===== src/include/lbm_map.svh =====
// Register map, field positions, reset values and timing of the activity monitor
`ifndef LBM_MAP_SVH
`define LBM_MAP_SVH

`define LBM_ADDR_UPPER 8'h5C
`define LBM_ADDR_LOWER 8'h5D
`define LBM_ADDR_SIZE 8'h5E
`define LBM_ADDR_DECAY 8'h5F
`define LBM_ADDR_IRQ_STAT 8'h60
`define LBM_ADDR_IRQ_MASK 8'h61
`define LBM_ADDR_LEVEL 8'h62
`define LBM_ADDR_FLAGS 8'h63

`define LBM_RST_UPPER 8'h06
`define LBM_RST_LOWER 8'h04
`define LBM_RST_SIZE 8'h08
`define LBM_RST_DECAY 2'h1
`define LBM_RST_MASK 2'h0

`define LBM_IRQ_RAISE 0
`define LBM_IRQ_CLEAR 1
`define LBM_FLAG_ALARM 0
`define LBM_FLAG_BAD 1

`define LBM_CLK_KHZ 25000
`define LBM_FILL_MS 128
`define LBM_FILL_CYC (`LBM_FILL_MS * `LBM_CLK_KHZ)

`endif


===== src/include/lbm_pkg.sv =====
// Types shared by the activity monitor and its timebase
`default_nettype none
package lbm_pkg;

  typedef enum logic [0:0] {
    ALARM_IDLE = 1'b0,
    ALARM_RAISED = 1'b1
  } alarm_state_t;

  typedef struct packed {
    logic fail_s1;
    logic fail_s2;
    logic err_s1;
    logic err_s2;
    logic bad_seen;
    logic [7:0] acc;
    logic [2:0] clean;
    alarm_state_t alarm;
    logic [7:0] size;
    logic [7:0] lower;
    logic [7:0] upper;
    logic [1:0] rate;
    logic [1:0] stat;
    logic [1:0] mask;
    logic [7:0] rd_data;
    logic irq;
  } mon_state_t;

  typedef struct packed {
    logic [31:0] cnt;
    logic tick;
  } tick_state_t;

endpackage : lbm_pkg
`default_nettype wire


===== src/include/lbm_tick_if.sv =====
// Fill-cycle tick carried from the timebase to the monitor
`timescale 1ns/10ps
`default_nettype none
interface lbm_tick_if;
  logic tick;
  modport gen (output tick);
  modport mon (input tick);
endinterface : lbm_tick_if
`default_nettype wire


===== src/hdl/lbm_tick_gen.sv =====
// Timebase: one-cycle tick at the end of every fill cycle
`timescale 1ns/10ps
`default_nettype none
`include "lbm_map.svh"
module lbm_tick_gen
  import lbm_pkg::*;
#(
  parameter int unsigned FILL_CYCLES = `LBM_FILL_CYC
) (
  input wire logic clk_sys,
  input wire logic nrst,
  lbm_tick_if.gen tk
);

  localparam logic [31:0] LAST = 32'(FILL_CYCLES - 1);

  tick_state_t q;
  tick_state_t d;

  always_comb begin
    d = q;
    d.tick = 1'b0;
    if (q.cnt >= LAST) begin
      d.cnt = 32'h0000_0000;
      d.tick = 1'b1;
    end else begin
      d.cnt = q.cnt + 32'h0000_0001;
    end
  end

  always_ff @(posedge clk_sys) begin
    if (!nrst) begin
      q <= '{cnt: 32'h0000_0000, tick: 1'b0};
    end else begin
      q <= d;
    end
  end

  assign tk.tick = q.tick;

  property p_tick_single;
    @(posedge clk_sys) disable iff (!nrst)
      q.tick |=> !q.tick;
  endproperty
  a_tick_single: assert property (p_tick_single) else $error("tick longer than one cycle");

endmodule : lbm_tick_gen
`default_nettype wire


===== src/hdl/leaky_bucket_activity_monitor.sv =====
// Leaky-bucket inactivity monitor for one reference input, set 3
//
// Chosen here: the address-and-strobe port.
`timescale 1ns/10ps
`default_nettype none
`include "lbm_map.svh"

// What this block does
// - Judge the input once per 128 ms.
// - Bad fill cycle adds one to accumulator.
// - Clean period of 1/2/4/8 cycles subtracts one.
// - Alarm clears when accumulator falls to lower level.
// - Lower level held in a software register.
// - Accumulator never climbs past bucket size.
// - Bucket size reads back last value written.
// - Alarm raised when accumulator reaches upper level.
// - Decay codes 128/256/512/1024 ms, reset code 01.
module leaky_bucket_activity_monitor
  import lbm_pkg::*;
#(
  parameter int unsigned FILL_CYCLES = `LBM_FILL_CYC
) (
  input wire logic clk_sys,
  input wire logic nrst,
  input wire logic ref_failed,
  input wire logic ref_erratic,
  input wire logic [7:0] reg_addr,
  input wire logic [7:0] reg_wdata,
  input wire logic reg_wr,
  input wire logic reg_rd,
  output logic [7:0] reg_rdata,
  output logic inactivity_alarm,
  output logic irq
);

  localparam mon_state_t ST_RST = '{
    fail_s1: 1'b0,
    fail_s2: 1'b0,
    err_s1: 1'b0,
    err_s2: 1'b0,
    bad_seen: 1'b0,
    acc: 8'h00,
    clean: 3'h0,
    alarm: ALARM_IDLE,
    size: `LBM_RST_SIZE,
    lower: `LBM_RST_LOWER,
    upper: `LBM_RST_UPPER,
    rate: `LBM_RST_DECAY,
    stat: 2'h0,
    mask: `LBM_RST_MASK,
    rd_data: 8'h00,
    irq: 1'b0
  };

  mon_state_t q;
  mon_state_t d;

  lbm_tick_if u_tick_if ();

  lbm_tick_gen #(
    .FILL_CYCLES(FILL_CYCLES)
  ) u_tick_gen (
    .clk_sys(clk_sys),
    .nrst(nrst),
    .tk(u_tick_if.gen)
  );

  logic tick;
  assign tick = u_tick_if.tick;

  function automatic logic reg_hit(
    input logic strobe,
    input logic [7:0] addr,
    input logic [7:0] target
  );
    return strobe && (addr == target);
  endfunction : reg_hit

  // Last clean-cycle index before one unit leaks out
  function automatic logic [2:0] decay_last(input logic [1:0] rate);
    logic [2:0] last;
    last = 3'h0;
    case (rate)
      2'h0: last = 3'h0;
      2'h1: last = 3'h1;
      2'h2: last = 3'h3;
      2'h3: last = 3'h7;
      default: last = 3'h0;
    endcase
    return last;
  endfunction : decay_last

  function automatic logic [7:0] read_mux(
    input logic [7:0] addr,
    input mon_state_t s
  );
    logic [7:0] v;
    v = 8'h00;
    case (addr)
      `LBM_ADDR_UPPER: v = s.upper;
      `LBM_ADDR_LOWER: v = s.lower;
      `LBM_ADDR_SIZE: v = s.size;
      `LBM_ADDR_DECAY: v = {6'h00, s.rate};
      `LBM_ADDR_IRQ_STAT: v = {6'h00, s.stat};
      `LBM_ADDR_IRQ_MASK: v = {6'h00, s.mask};
      `LBM_ADDR_LEVEL: v = s.acc;
      `LBM_ADDR_FLAGS: v = {6'h00, s.bad_seen, s.alarm == ALARM_RAISED};
      default: v = 8'h00;
    endcase
    return v;
  endfunction : read_mux

  logic bad_now;
  logic cycle_bad;
  logic ev_raise;
  logic ev_clear;
  logic [1:0] stat_w1c;

  always_comb begin
    d = q;
    // Pins pass two flops before anything looks at them
    d.fail_s1 = ref_failed;
    d.fail_s2 = q.fail_s1;
    d.err_s1 = ref_erratic;
    d.err_s2 = q.err_s1;
    bad_now = q.fail_s2 | q.err_s2;
    // A fault seen in the tick cycle still counts for the closing cycle
    cycle_bad = q.bad_seen | bad_now;

    if (tick) begin
      d.bad_seen = 1'b0;
      if (cycle_bad) begin
        d.clean = 3'h0;
        if (q.acc < q.size) begin
          d.acc = q.acc + 8'h01;
        end
      end else if (q.clean >= decay_last(q.rate)) begin
        // Compare with >= so a lowered rate cannot strand the counter
        d.clean = 3'h0;
        if (q.acc != 8'h00) begin
          d.acc = q.acc - 8'h01;
        end
      end else begin
        d.clean = q.clean + 3'h1;
      end
      if (d.acc >= q.upper) begin
        d.alarm = ALARM_RAISED;
      end else if (d.acc <= q.lower) begin
        d.alarm = ALARM_IDLE;
      end
      // Between the levels the alarm keeps its state
    end else begin
      d.bad_seen = cycle_bad;
    end

    ev_raise = (q.alarm == ALARM_IDLE) && (d.alarm == ALARM_RAISED);
    ev_clear = (q.alarm == ALARM_RAISED) && (d.alarm == ALARM_IDLE);

    if (reg_hit(reg_wr, reg_addr, `LBM_ADDR_UPPER)) begin
      d.upper = reg_wdata;
    end
    if (reg_hit(reg_wr, reg_addr, `LBM_ADDR_LOWER)) begin
      d.lower = reg_wdata;
    end
    if (reg_hit(reg_wr, reg_addr, `LBM_ADDR_SIZE)) begin
      d.size = reg_wdata;
    end
    if (reg_hit(reg_wr, reg_addr, `LBM_ADDR_DECAY)) begin
      d.rate = reg_wdata[1:0];
    end
    if (reg_hit(reg_wr, reg_addr, `LBM_ADDR_IRQ_MASK)) begin
      d.mask = reg_wdata[1:0];
    end

    // Write one to clear; a fresh event in the same cycle wins
    stat_w1c = reg_hit(reg_wr, reg_addr, `LBM_ADDR_IRQ_STAT) ? reg_wdata[1:0] : 2'h0;
    d.stat = q.stat & ~stat_w1c;
    d.stat[`LBM_IRQ_RAISE] = d.stat[`LBM_IRQ_RAISE] | ev_raise;
    d.stat[`LBM_IRQ_CLEAR] = d.stat[`LBM_IRQ_CLEAR] | ev_clear;
    d.irq = |(d.stat & d.mask);

    // Read data stands only in the cycle after the strobe
    d.rd_data = reg_rd ? read_mux(reg_addr, q) : 8'h00;
  end

  always_ff @(posedge clk_sys) begin
    if (!nrst) begin
      q <= ST_RST;
    end else begin
      q <= d;
    end
  end

  assign reg_rdata = q.rd_data;
  assign inactivity_alarm = (q.alarm == ALARM_RAISED);
  assign irq = q.irq;

  // Helper for the tick spacing check only
  logic [31:0] gap_q;
  logic seen_q;

  always_ff @(posedge clk_sys) begin
    if (!nrst) begin
      gap_q <= 32'h0000_0000;
      seen_q <= 1'b0;
    end else if (tick) begin
      gap_q <= 32'h0000_0000;
      seen_q <= 1'b1;
    end else begin
      gap_q <= gap_q + 32'h0000_0001;
    end
  end

  property p_fill_period;
    @(posedge clk_sys) disable iff (!nrst)
      (tick && seen_q) |-> (gap_q == 32'(FILL_CYCLES - 1));
  endproperty
  a_fill_period: assert property (p_fill_period) else $error("fill tick spacing wrong");

  property p_fill_add;
    @(posedge clk_sys) disable iff (!nrst)
      (tick && cycle_bad && (q.acc < q.size)) |=> (q.acc == $past(q.acc) + 8'h01);
  endproperty
  a_fill_add: assert property (p_fill_add) else $error("bad cycle did not add one");

  property p_leak_fast;
    @(posedge clk_sys) disable iff (!nrst)
      (tick && !cycle_bad && (q.rate == 2'h0) && (q.acc != 8'h00))
      |=> (q.acc == $past(q.acc) - 8'h01);
  endproperty
  a_leak_fast: assert property (p_leak_fast) else $error("no leak at fill rate");

  property p_alarm_clear;
    @(posedge clk_sys) disable iff (!nrst)
      (tick && !reg_wr) ##1 ((q.acc <= q.lower) && (q.acc < q.upper))
      |-> (q.alarm == ALARM_IDLE);
  endproperty
  a_alarm_clear: assert property (p_alarm_clear) else $error("alarm not cleared at lower level");

  property p_lower_store;
    @(posedge clk_sys) disable iff (!nrst)
      (reg_wr && (reg_addr == `LBM_ADDR_LOWER)) |=> (q.lower == $past(reg_wdata));
  endproperty
  a_lower_store: assert property (p_lower_store) else $error("lower level not stored");

  property p_size_cap;
    @(posedge clk_sys) disable iff (!nrst)
      (tick && cycle_bad && (q.acc >= q.size)) |=> $stable(q.acc);
  endproperty
  a_size_cap: assert property (p_size_cap) else $error("accumulator passed bucket size");

  property p_size_readback;
    @(posedge clk_sys) disable iff (!nrst)
      (reg_wr && (reg_addr == `LBM_ADDR_SIZE))
      ##1 (reg_rd && !reg_wr && (reg_addr == `LBM_ADDR_SIZE))
      |=> (reg_rdata == $past(reg_wdata, 2));
  endproperty
  a_size_readback: assert property (p_size_readback) else $error("bucket size readback wrong");

  property p_alarm_raise;
    @(posedge clk_sys) disable iff (!nrst)
      (tick && !reg_wr) ##1 (q.acc >= q.upper) |-> inactivity_alarm;
  endproperty
  a_alarm_raise: assert property (p_alarm_raise) else $error("alarm not raised at upper level");

  property p_leak_eighth;
    @(posedge clk_sys) disable iff (!nrst)
      (tick && !cycle_bad && (q.rate == 2'h3) && (q.clean < 3'h7)) |=> $stable(q.acc);
  endproperty
  a_leak_eighth: assert property (p_leak_eighth) else $error("leak before eight clean cycles");

  property p_hold_between;
    @(posedge clk_sys) disable iff (!nrst)
      (tick && !reg_wr) ##1 ((q.acc > q.lower) && (q.acc < q.upper))
      |-> (q.alarm == $past(q.alarm));
  endproperty
  a_hold_between: assert property (p_hold_between) else $error("alarm moved inside hysteresis");

  property p_floor;
    @(posedge clk_sys) disable iff (!nrst)
      (tick && !cycle_bad && (q.acc == 8'h00)) |=> (q.acc == 8'h00);
  endproperty
  a_floor: assert property (p_floor) else $error("accumulator went below zero");

  property p_quiet_between;
    @(posedge clk_sys) disable iff (!nrst)
      !tick |=> $stable(q.acc) && $stable(q.alarm);
  endproperty
  a_quiet_between: assert property (p_quiet_between) else $error("bucket moved without tick");

  property p_irq_level;
    @(posedge clk_sys) disable iff (!nrst)
      ##1 1'b1 |-> (irq == |(q.stat & q.mask));
  endproperty
  a_irq_level: assert property (p_irq_level) else $error("irq disagrees with status and mask");

endmodule : leaky_bucket_activity_monitor
`default_nettype wire


===== config.mk =====
export PLATFORM = sky130hd
export DESIGN_NAME = leaky_bucket_activity_monitor
export DESIGN_NICKNAME = d
export VERILOG_FILES = /design/src/include/lbm_pkg.sv /design/src/include/lbm_tick_if.sv /design/src/hdl/lbm_tick_gen.sv /design/src/hdl/leaky_bucket_activity_monitor.sv
export VERILOG_INCLUDE_DIRS = /design/src /design/src/include
export SDC_FILE = /design/constraint.sdc
export NUM_CORES = 1
export LEC_CHECK = 0
export BUFFER_PORTS_ARGS = -buffer_cell sky130_fd_sc_hd__buf_4
export CAP_MARGIN = 15
export CORE_ASPECT_RATIO = 1.4
export CORE_MARGIN = 4
export CORE_UTILIZATION = 55
export CTS_CLUSTER_SIZE = 40
export DETAILED_ROUTE_END_ITERATION = 12
export PLACE_DENSITY = 0.78
export SLEW_MARGIN = 20
export SYNTH_ARGS = -nofsm -noshare
export SYNTH_HDL_FRONTEND = slang
export SYNTH_SLANG_ARGS = --single-unit

===== constraint.sdc =====
create_clock -name clk_sys -period 4.4 [get_ports clk_sys]
set_clock_uncertainty 0.05 [all_clocks]
set_input_delay 0.44 -clock clk_sys [delete_from_list [all_inputs] [get_ports clk_sys]]
set_output_delay 0.44 -clock clk_sys [all_outputs]
set_load 0.01 [all_outputs]

# Word-level counts from Yosys, hierarchy flattened
# Index checks and enable logic that the tools add are counted.
dict set report totals {
  input_bits 22
  reg_bits 89
  out_inout_bits 10
  elab_cells 78
}
dict set report classes {
  n_reduce_logical 14
  bitwise 10
  magnitude_cmp 5
  muxes 16
  n_addsub 4
  eq_ne 11
}
# cell n
set ops {}
lappend ops {{$eq A8 B7 Y1 const B} 8}
lappend ops {{$pmux W8 S8} 1}
lappend ops {{$add A32 B1 Y32 const B} 1}
lappend ops {{$ge A32 B22 Y1 const B} 1}
lappend ops {{$mux W8} 3}
lappend ops {{$mux W11} 2}
lappend ops {{$pmux W3 S4} 1}
lappend ops {{$mux W3} 3}
lappend ops {{$add A8 B1 Y8 const B} 1}
lappend ops {{$ge A8 B8 Y1} 1}
lappend ops {{$le A8 B8 Y1} 1}
lappend ops {{$logic_and A1 B1 Y1} 8}
lappend ops {{$lt A8 B8 Y1} 1}
lappend ops {{$reduce_bool A8 Y1} 1}
lappend ops {{$sub A8 B1 Y8 const B} 1}
lappend ops {{$reduce_or A2 Y1} 3}
lappend ops {{$and A2 B2 Y2} 2}
lappend ops {{$eq A2 B2 Y1 const B} 2}
lappend ops {{$mux W1} 4}
lappend ops {{$mux W2} 2}
lappend ops {{$or A1 B1 Y1} 4}
lappend ops {{$add A3 B1 Y3 const B} 1}
lappend ops {{$ge A3 B3 Y1} 1}
lappend ops {{$not A1 Y1} 3}
lappend ops {{other kinds (4)} 4}

# Logic depth before layout (Yosys ltp)
# Gate-level depths: netlist (run 1).
dict set report logic_depth {
  ltp_word 17
  depth_mapped 16
  ltp_nobuf 15
}

# Hierarchy
# A second synthesis (run 1) with hierarchy kept.
dict set report hier_totals {
  hier_cells 568
  area_unflattened_um2 4902.2
}
# mod seq_area_each_um2 instances cells_each area_per_inst_um2
set by_module_without_submodules {}
lappend by_module_without_submodules {leaky_bucket_activity_monitor 1121.1 1 434 3602.2}
lappend by_module_without_submodules {lbm_tick_gen 660.6 1 134 1300.0}

# Worst setup path after synthesis (run 1)
# Ideal clock, no wire load.
dict set report synth_path {
  path_type {reg-to-reg}
  startpoint {reg q[14] (netlist bit)}
  endpoint {reg q, in the netlist irq}
  n_path_buf 1
  path_stages_with_launch 15
  setup_ps 60
  required_time_ps 4290
  period_less_slack_ps 3399
  arrival_time_ps 3289
  path_slack_ps 1001
  path_cell_list {dfxtp_1 -> or2_2 -> ha_1 -> nor2b_1 -> o21a_1 -> clkbuf_1 -> nor4_2 -> a22oi_1 -> o21ai_0 -> ha_1 -> a211oi_1 -> nor2_1 -> o41a_1 -> o41ai_1 -> a22o_1}
}
dict set report synth_between {
  elab_chain_cells 17
  elab_cells_between_ends 23
  cone_classes {order compare (3); eq/ne (3); mux (9); bitwise (4); reduce/logical (4)}
}
# item line_no
set synth_rtl {}
lappend synth_rtl {{start: declaration} leaky_bucket_activity_monitor.sv:55} ;# mon_state_t q;
lappend synth_rtl {{start signal: assignment} leaky_bucket_activity_monitor.sv:188} ;# q <= ST_RST;
lappend synth_rtl {{start signal: assignment} leaky_bucket_activity_monitor.sv:190} ;# q <= d;
lappend synth_rtl {{$eq A2 B2 Y1, or another cell as far along} leaky_bucket_activity_monitor.sv:83} ;# case (rate)
lappend synth_rtl {{$pmux W3 S4 *} leaky_bucket_activity_monitor.sv:83}
lappend synth_rtl {{$mux W3 *} leaky_bucket_activity_monitor.sv:132} ;# if (cycle_bad) begin
lappend synth_rtl {{$mux W3 *} leaky_bucket_activity_monitor.sv:130} ;# if (tick) begin
lappend synth_rtl {{$ge A3 B3 Y1 *} leaky_bucket_activity_monitor.sv:137} ;# end else if (q.clean >= decay_last(q.rate)) begin
lappend synth_rtl {{$mux W8 *} leaky_bucket_activity_monitor.sv:137}
lappend synth_rtl {{$mux W11 *} leaky_bucket_activity_monitor.sv:132}
lappend synth_rtl {{$mux W11 *} leaky_bucket_activity_monitor.sv:130}
lappend synth_rtl {{$le A8 B8 Y1} leaky_bucket_activity_monitor.sv:148} ;# end else if (d.acc <= q.lower) begin
lappend synth_rtl {{$mux W1} leaky_bucket_activity_monitor.sv:148}
lappend synth_rtl {{$mux W1 *} leaky_bucket_activity_monitor.sv:146} ;# if (d.acc >= q.upper) begin
lappend synth_rtl {{$mux W1 *} leaky_bucket_activity_monitor.sv:130}
lappend synth_rtl {{$not A1 Y1} leaky_bucket_activity_monitor.sv:157} ;# ev_clear = (q.alarm == ALARM_RAISED) && (d.alarm == ALARM_IDLE);
lappend synth_rtl {{$logic_and A1 B1 Y1} leaky_bucket_activity_monitor.sv:157}
lappend synth_rtl {{$or A1 B1 Y1} leaky_bucket_activity_monitor.sv:179} ;# d.stat[`LBM_IRQ_CLEAR] = d.stat[`LBM_IRQ_CLEAR] | ev_clear;
lappend synth_rtl {{$and A2 B2 Y2 *} leaky_bucket_activity_monitor.sv:180} ;# d.irq = |(d.stat & d.mask);
lappend synth_rtl {{$reduce_or A2 Y1 *} leaky_bucket_activity_monitor.sv:180}
# Every way passes the cells marked *; elsewhere a longest branch is shown, timed or not. The select of a mux whose other input is x is not followed.
# A chain may end at the register's enable or synchronous reset.

# Worst setup path in the final report (run 1)
dict set report layout_path {
  startpoint {reg q[48] (netlist bit)}
  endpoint {reg q, in the netlist irq}
}
dict set report layout_between {
  elab_chain_cells 14
  elab_cells_between_ends 21
  cone_classes {add/sub (2); order compare (3); mux (8); bitwise (4); reduce/logical (4)}
}
# item line_no
set layout_rtl {}
lappend layout_rtl {{$sub A8 B1 Y8 / $reduce_bool A8 Y1 (equally long branches)} {leaky_bucket_activity_monitor.sv:141, leaky_bucket_activity_monitor.sv:140}}
lappend layout_rtl {{$mux W8} leaky_bucket_activity_monitor.sv:140} ;# if (q.acc != 8'h00) begin
lappend layout_rtl {{$mux W8} leaky_bucket_activity_monitor.sv:137}
lappend layout_rtl {{$mux W11 *} leaky_bucket_activity_monitor.sv:132}
lappend layout_rtl {{$mux W11 *} leaky_bucket_activity_monitor.sv:130}
lappend layout_rtl {{$le A8 B8 Y1} leaky_bucket_activity_monitor.sv:148}
lappend layout_rtl {{$mux W1} leaky_bucket_activity_monitor.sv:148}
lappend layout_rtl {{$mux W1 *} leaky_bucket_activity_monitor.sv:146}
lappend layout_rtl {{$mux W1 *} leaky_bucket_activity_monitor.sv:130}
lappend layout_rtl {{$not A1 Y1} leaky_bucket_activity_monitor.sv:157}
lappend layout_rtl {{$logic_and A1 B1 Y1} leaky_bucket_activity_monitor.sv:157}
lappend layout_rtl {{$or A1 B1 Y1} leaky_bucket_activity_monitor.sv:179}
lappend layout_rtl {{$and A2 B2 Y2 *} leaky_bucket_activity_monitor.sv:180}
lappend layout_rtl {{$reduce_or A2 Y1 *} leaky_bucket_activity_monitor.sv:180}
# Marked as above.

==> out/metrics.cfg, run 1 <==
[min_path]
hold_depth=2
worstHoldStart=ref_erratic
min-delay-path-class=input port to flop
hold_end=d[52]$_SDFF_PN0_

[timing]
fin_crit_sh_pct=88.85
rsz0062_at_grt=no
hold_violations=0
drv_slew=0
setup_ws_ns=0.4904
fmax_mhz=255.8
worstMarginPinSlew_ns=0.9115
period_needed_ns=3.910
finalSetupViolCount=0
setup_tns_ns=0
max_slew_margin_pct=38.97

[logic_synthesis]
synth.cell_area_mm2=0.004858
yosys_most_used_dff=dfxtp_1
yosysSeqAreaShare_pct=36.67
syn_inst=594
ys_warn_count=0
synth.avg_cell_area_um2=8.179
synthArstFlopShare_pct=0
ys_ff_latch=89
synth_edf_count=0
synth_cell_types=64

[drt]
route.detailed.drc=0
wl_per_cell_um=17.14
drt_iter0_drc=389
vias=4427
vias_per_cell=6.089
dr.pass1.iters=7
drt-total-wl_mm=12.46
postRouteAntennaNets=0

[clocking]
htree_levels=3
cts_buffers=9
postCtsSetupBuffers=0
holdBufCountCts=0
cts_tree=built
clkLatencyLatePin_ns=0.35
cts_buffer_depth=2
clock-sinks=89
cts_resized=0
path_clk_slew_ns=0.07
root_buffer=clkbuf_16

[cells_and_area]
drive_gt1_share_pct=11.41
final_common_cell=dfxtp_1
areaGrowthSynthToFinish_pct=11.82
fin_nets=669
most-common-layout-cells=dfxtp_1, nand2_1, nor2_1
diodes=0

[setup_path]
cp.arrival_ns=4.15
critical_path_class=flop to flop
worstSetupEndpointType=flop
reg2reg_depth=13
startpoint_type=flop
r2r_end=irq$_SDFF_PN0_
worstPathCellList=ha_1, o21a_1, o21a_1, or2_2, a21oi_2, a22oi_1, o21ai_0, ha_1, a211oi_1, nor2_1, o41a_1, o41ai_1, a22o_1
slowest_stage=dfxtp_1
crit_required_ns=4.64
critPathMaxFanout=10
r2r_slack_ns=0.49
max_stage_delay_ns=0.54
rr_startpoint=q[48]$_SDFFE_PN0P_

[flow_run]
max_cap_viol_count=0

[floorplanning]
die_area_mm2=0.01042
dieWidth_um=87.44
fp.dieH_um=119.2
fp-row-count=40
start_util_pct=56.44
ios=32
core-area_mm2=0.008608

[place]
port_buffers=31
routabilityCongestion=0.9433
dp_hpwl_mm=9.184
place_ws_ns=0.5351

[pwr]
p_leak_nw=2.078
peakVddDrop_mv=0.2859
p_per_area_mw_per_mm2=399.8

[grt]
overflow=0
grt_max_degree=32
grt_pass1_vias=4347
grtUsageTotal_pct=24.68
grt_pass1_wl_mm=20.40
antenna_found_initial=0

[outcome]
status=finished clean

-- report_power, final --
part / internal, mW / switching, mW / total, mW
registers: 0.835 / 0.0351 / 0.870
clock network: 0.390 / 0.333 / 0.723
logic: 0.228 / 0.351 / 0.579
total: 1.45 / 0.720 / 2.17
-- area by class of cell --
cell class	instances	area (um2)
clock inverters	6	51.30
fillers	773	3176
repair buffers	40	300.3
flip-flops and latches	89	1782
well taps	105	131.4
inverters	35	131.4
clock buffers	10	229.0
multi-input cells	442	2808
-- cell families after synthesis --
group,synth area share (%)
DFF,36.67
xor gates and xnor gates,3.966
buffers and inverters,6.438
other,0.07719
adders and majority gates,7.726
AOI/OAI and AO/OA,18.13
muxes,2.060
and+or+nand+nor,24.93
-- metrics by stage --
stage / hold WS, ns / area [um2] / util [%] / power, mW / cells
final: 0.2515 / 5433 / 63.11 / 2.172 / 727
after global routing: 0.2479 / 5433 / 63.11 / 2.282 / 727
after CTS: 0.2466 / 5433 / 63.11 / 2.176 / 727
after detailed placement: 0.3790 / 5152 / 59.85 / 1.454 / 711
after global placement: 0.3676 / 5152 / 59.85 / 1.445 / 711
after floorplan: 0.3619 / 4892 / - / 1.298 / 603
-- worst max-delay path: cells and delay by family, from the launching register on --
family | cells | cell delay (ns)
and+or+nand+nor | 2 | 0.38
adders and majority gates | 2 | 0.63
AOI/OAI and AO/OA | 9 | 2.25
DFF | 1 | 0.54
-- cells in the mapped netlist (3+ instances only) --
library cell | number | share of area [%]
dfxtp_1 | 89 | 37
nand2_1 | 67 | 5.2
nor2_1 | 54 | 4.2
nand3_1 | 51 | 5.3
a21oi_1 | 45 | 4.6
inv_1 | 35 | 2.7
ha_1 | 30 | 7.7
clkbuf_1 | 21 | 1.6
o21ai_0 | 19 | 2.0
nand4_1 | 11 | 1.4
xnor2_1 | 11 | 2.0
xor2_1 | 11 | 2.0
and2_1 | 10 | 1.3
mux2i_1 | 10 | 2.1
buf_4 | 9 | 1.4
and3_1 | 7 | 0.90
buf_2 | 7 | 0.72
nor3_1 | 7 | 0.72
nor4_1 | 7 | 0.90
o21a_1 | 7 | 1.1
a21o_1 | 6 | 0.93
a222oi_1 | 6 | 1.2
a31oi_1 | 6 | 0.77
or3_1 | 5 | 0.64
a211oi_1 | 4 | 0.62
a22oi_1 | 4 | 0.62
a221oi_1 | 3 | 0.54
nor2b_1 | 3 | 0.39
nor4_2 | 3 | 0.77
o211ai_1 | 3 | 0.46
-- state kept, by name, summed over array words and instances (netlist names) --
register,count
d,2
inactivity_alarm,1
irq,1
q,44
reg_rdata,8
u_tick_gen.q,32
u_tick_gen.tk.tick,1
-- layer usage --
metal	share of wire, %	vias to the layer above	GRT usage [%]	routed length (um)
met4	4.1	0	12.76	505
li1	-	2154	-	-
met3	5.5	40	5.052	684
met5	0	-	0	0
met1	38	2078	27.41	4740
met2	52	155	43.11	6528
-- worst max-delay path by stage --
stage                                   from                to  slack [ns]
after floorplan           q[14]$_SDFFE_PN0P_    irq$_SDFF_PN0_        1.00
after global placement    q[48]$_SDFFE_PN0P_    irq$_SDFF_PN0_        0.58
after detailed placement  q[48]$_SDFFE_PN0P_    irq$_SDFF_PN0_        0.54
after CTS                 q[48]$_SDFFE_PN0P_    irq$_SDFF_PN0_        0.51
after global routing      q[44]$_SDFFE_PN0P_  q[12]$_SDFF_PN0_        0.03
final                     q[48]$_SDFFE_PN0P_    irq$_SDFF_PN0_        0.49
Power figures use the tool's default switching activity.
==> inputs of run 2 (changes only) <==
==> constraint.sdc (replaced) <==
create_clock -name clk_sys -period 4.2 [get_ports clk_sys]
set_clock_uncertainty 0.05 [all_clocks]
set_input_delay 0.42 -clock clk_sys [delete_from_list [all_inputs] [get_ports clk_sys]]
set_output_delay 0.42 -clock clk_sys [all_outputs]
set_load 0.01 [all_outputs]
==> run 2 against run 1 <==
  * Routed wire length is 0.97% higher
  * Cell count is 0.55% higher
  * Combinational power is 11% higher
  * Core utilization is 1.0 points higher
  * Critical path depth is 1 higher
  * Global-route usage is 0.84 points higher
  * Cell area is 1.6% higher
  * Via count is 1.5% higher
  * Clock power is 20% higher
  * Worst setup slack worse by 0.057 ns
  * Count of clock-buffer cells in the layout stayed put
  * Sequential power is 3.7% higher
  * Largest power group unchanged
==> out/metrics.cfg, run 2 (synthesized netlist as in run 1, its figures left out) <==
[setup_path]
worstSetupEndpointType=flop
critical_path_class=flop to flop
critPathMaxFanout=10  ; unchanged
crit_required_ns=4.43  ; -0.21 ns
cp.arrival_ns=4.00  ; -0.15 ns
startpoint_type=flop

[timing]
finalSetupViolCount=0  ; unchanged
fmax_mhz=265.5  ; +3.8%
setup_tns_ns=0  ; unchanged
period_needed_ns=3.766  ; -0.1435 ns
fin_crit_sh_pct=89.67  ; +0.81 points
whs_ns=0.2394  ; -0.01217 ns
rsz0062_at_grt=no
setup_ws_ns=0.4339  ; -0.05651 ns
worstMarginPinSlew_ns=0.8907  ; -0.02074 ns
max_slew_margin_pct=40.36  ; +1.4 points
drv_slew=0  ; unchanged
hold_violations=0  ; unchanged

[clocking]
clock-sinks=89  ; unchanged
htree_levels=3  ; unchanged
cts_buffer_depth=2  ; unchanged
cts_tree=built
clkLatencyLatePin_ns=0.34  ; about the same
path_clk_slew_ns=0.06  ; about the same
cts_buffers=9  ; unchanged
holdBufCountCts=0  ; unchanged
postCtsSetupBuffers=0  ; unchanged
root_buffer=clkbuf_16

[pwr]
power.total_mw=2.414  ; +11%
p_per_area_mw_per_mm2=437.4  ; +9.4%
peakVddDrop_mv=0.2941  ; +2.9%
p_leak_nw=2.143  ; +3.1%

[floorplanning]
dieWidth_um=87.44  ; unchanged
ios=32  ; unchanged
fp-row-count=40  ; unchanged
fp.dieH_um=119.2  ; unchanged
core-area_mm2=0.008608  ; unchanged
die_area_mm2=0.01042  ; unchanged
start_util_pct=56.44  ; unchanged

[grt]
grt_pass1_vias=4353  ; +0.14%
grt_max_degree=33  ; +3.1%
grtUsageTotal_pct=25.52  ; +0.84 points
overflow=0  ; unchanged
antenna_found_initial=0  ; unchanged
grt_pass1_wl_mm=21.00  ; +2.9%

[cells_and_area]
regMostFlops=q
final_common_cell=dfxtp_1
most-common-layout-cells=dfxtp_1, nand2_1, nor2_1
final_cell_area_mm2=0.005519  ; +1.6%
largest_reg_flops=44  ; unchanged
fin_nets=673  ; +0.60%
diodes=0  ; unchanged
areaGrowthSynthToFinish_pct=13.60
drive_gt1_share_pct=12.30  ; +0.89 points

[drt]
vias=4493  ; +1.5%
postRouteAntennaNets=0  ; unchanged
drt-total-wl_mm=12.58  ; +0.97%
route.detailed.drc=0  ; unchanged
dr.pass1.iters=5  ; -2
wl_per_cell_um=17.21  ; +0.42%
drt_iter0_drc=381  ; -2.1%
vias_per_cell=6.146  ; +0.94%

[place]
dp_hpwl_mm=9.129  ; -0.60%
post_dp_cell_area_mm2=0.005182  ; +0.58%
place_ws_ns=0.4516  ; -0.08346 ns
routabilityCongestion=0.9659  ; +2.4%
port_buffers=31  ; unchanged

[flow_run]
max_cap_viol_count=0  ; unchanged

[outcome]
status=finished clean

[min_path]
min-delay-path-class=input port to flop

==> run 2: path summary, 6_finish.rpt <==
| check | start | to | slack, ns | cells after the start |
|---|---|---|---|---|
| setup reg to reg | q[32]$_SDFFE_PN0P_ | irq$_SDFF_PN0_ | 0.43 | 14 |
| setup / recovery | q[32]$_SDFFE_PN0P_ | irq$_SDFF_PN0_ | 0.43 | 14 |
| hold / removal | ref_erratic | d[52]$_SDFF_PN0_ | 0.24 | 2 |
| hold reg to reg | d[52]$_SDFF_PN0_ | q[52]$_SDFF_PN0_ | 0.38 | 1 |
==> run 2: final cells by class <==
type | count | area [um2]
Clock buffer | 10 | 239.0
Clock inverter | 6 | 90.09
Fill cell | 742 | 3089
Inverter | 35 | 131.4
Multi-Input combinational cell | 442 | 2815
Sequential cell | 89 | 1782
Tap cell | 105 | 131.4
Timing Repair Buffer | 44 | 330.3
==> run 2: power breakdown <==
group	internal, mW	switching, mW
registers	0.875	0.0267
logic	0.249	0.392
clock network	0.540	0.331
total	1.66	0.750
==> run 2: worst max-delay path, stage by stage (launching register included) <==
cell and delay, ns:
dfxtp_1 0.35, inv_1 0.05, ha_1 0.30, a2111oi_2 0.44
o211ai_2 0.21, nand2_1 0.34, a311oi_1 0.15, a31oi_1 0.35
ha_1 0.25, o21a_1 0.11, o21ai_0 0.07, a221oi_1 0.44
o21ai_0 0.19, o21ai_0 0.23, a22o_1 0.17
==> run 2: layer usage <==
layer	up-vias	routed length (um)	global-route usage, %
li1	2157	-	-
met1	2131	4774	29.37
met2	169	6610	44.48
met3	36	747	3.875
met4	0	448	13.05
met5	-	0	0
==> run 2: through the flow <==
step / utilization, % / instances
floorplan: - / 603
global placement: 60.20 / 715
detailed placement: 60.20 / 715
CTS: 64.03 / 731
global route: 64.11 / 731
finish: 64.11 / 731
==> run 2: what timing repair did <==
item | CTS | global route
gates resized for setup | 0 | 1
setup endpoints to repair | 0 | 2
endpoints found under the hold margin | 0 | 0
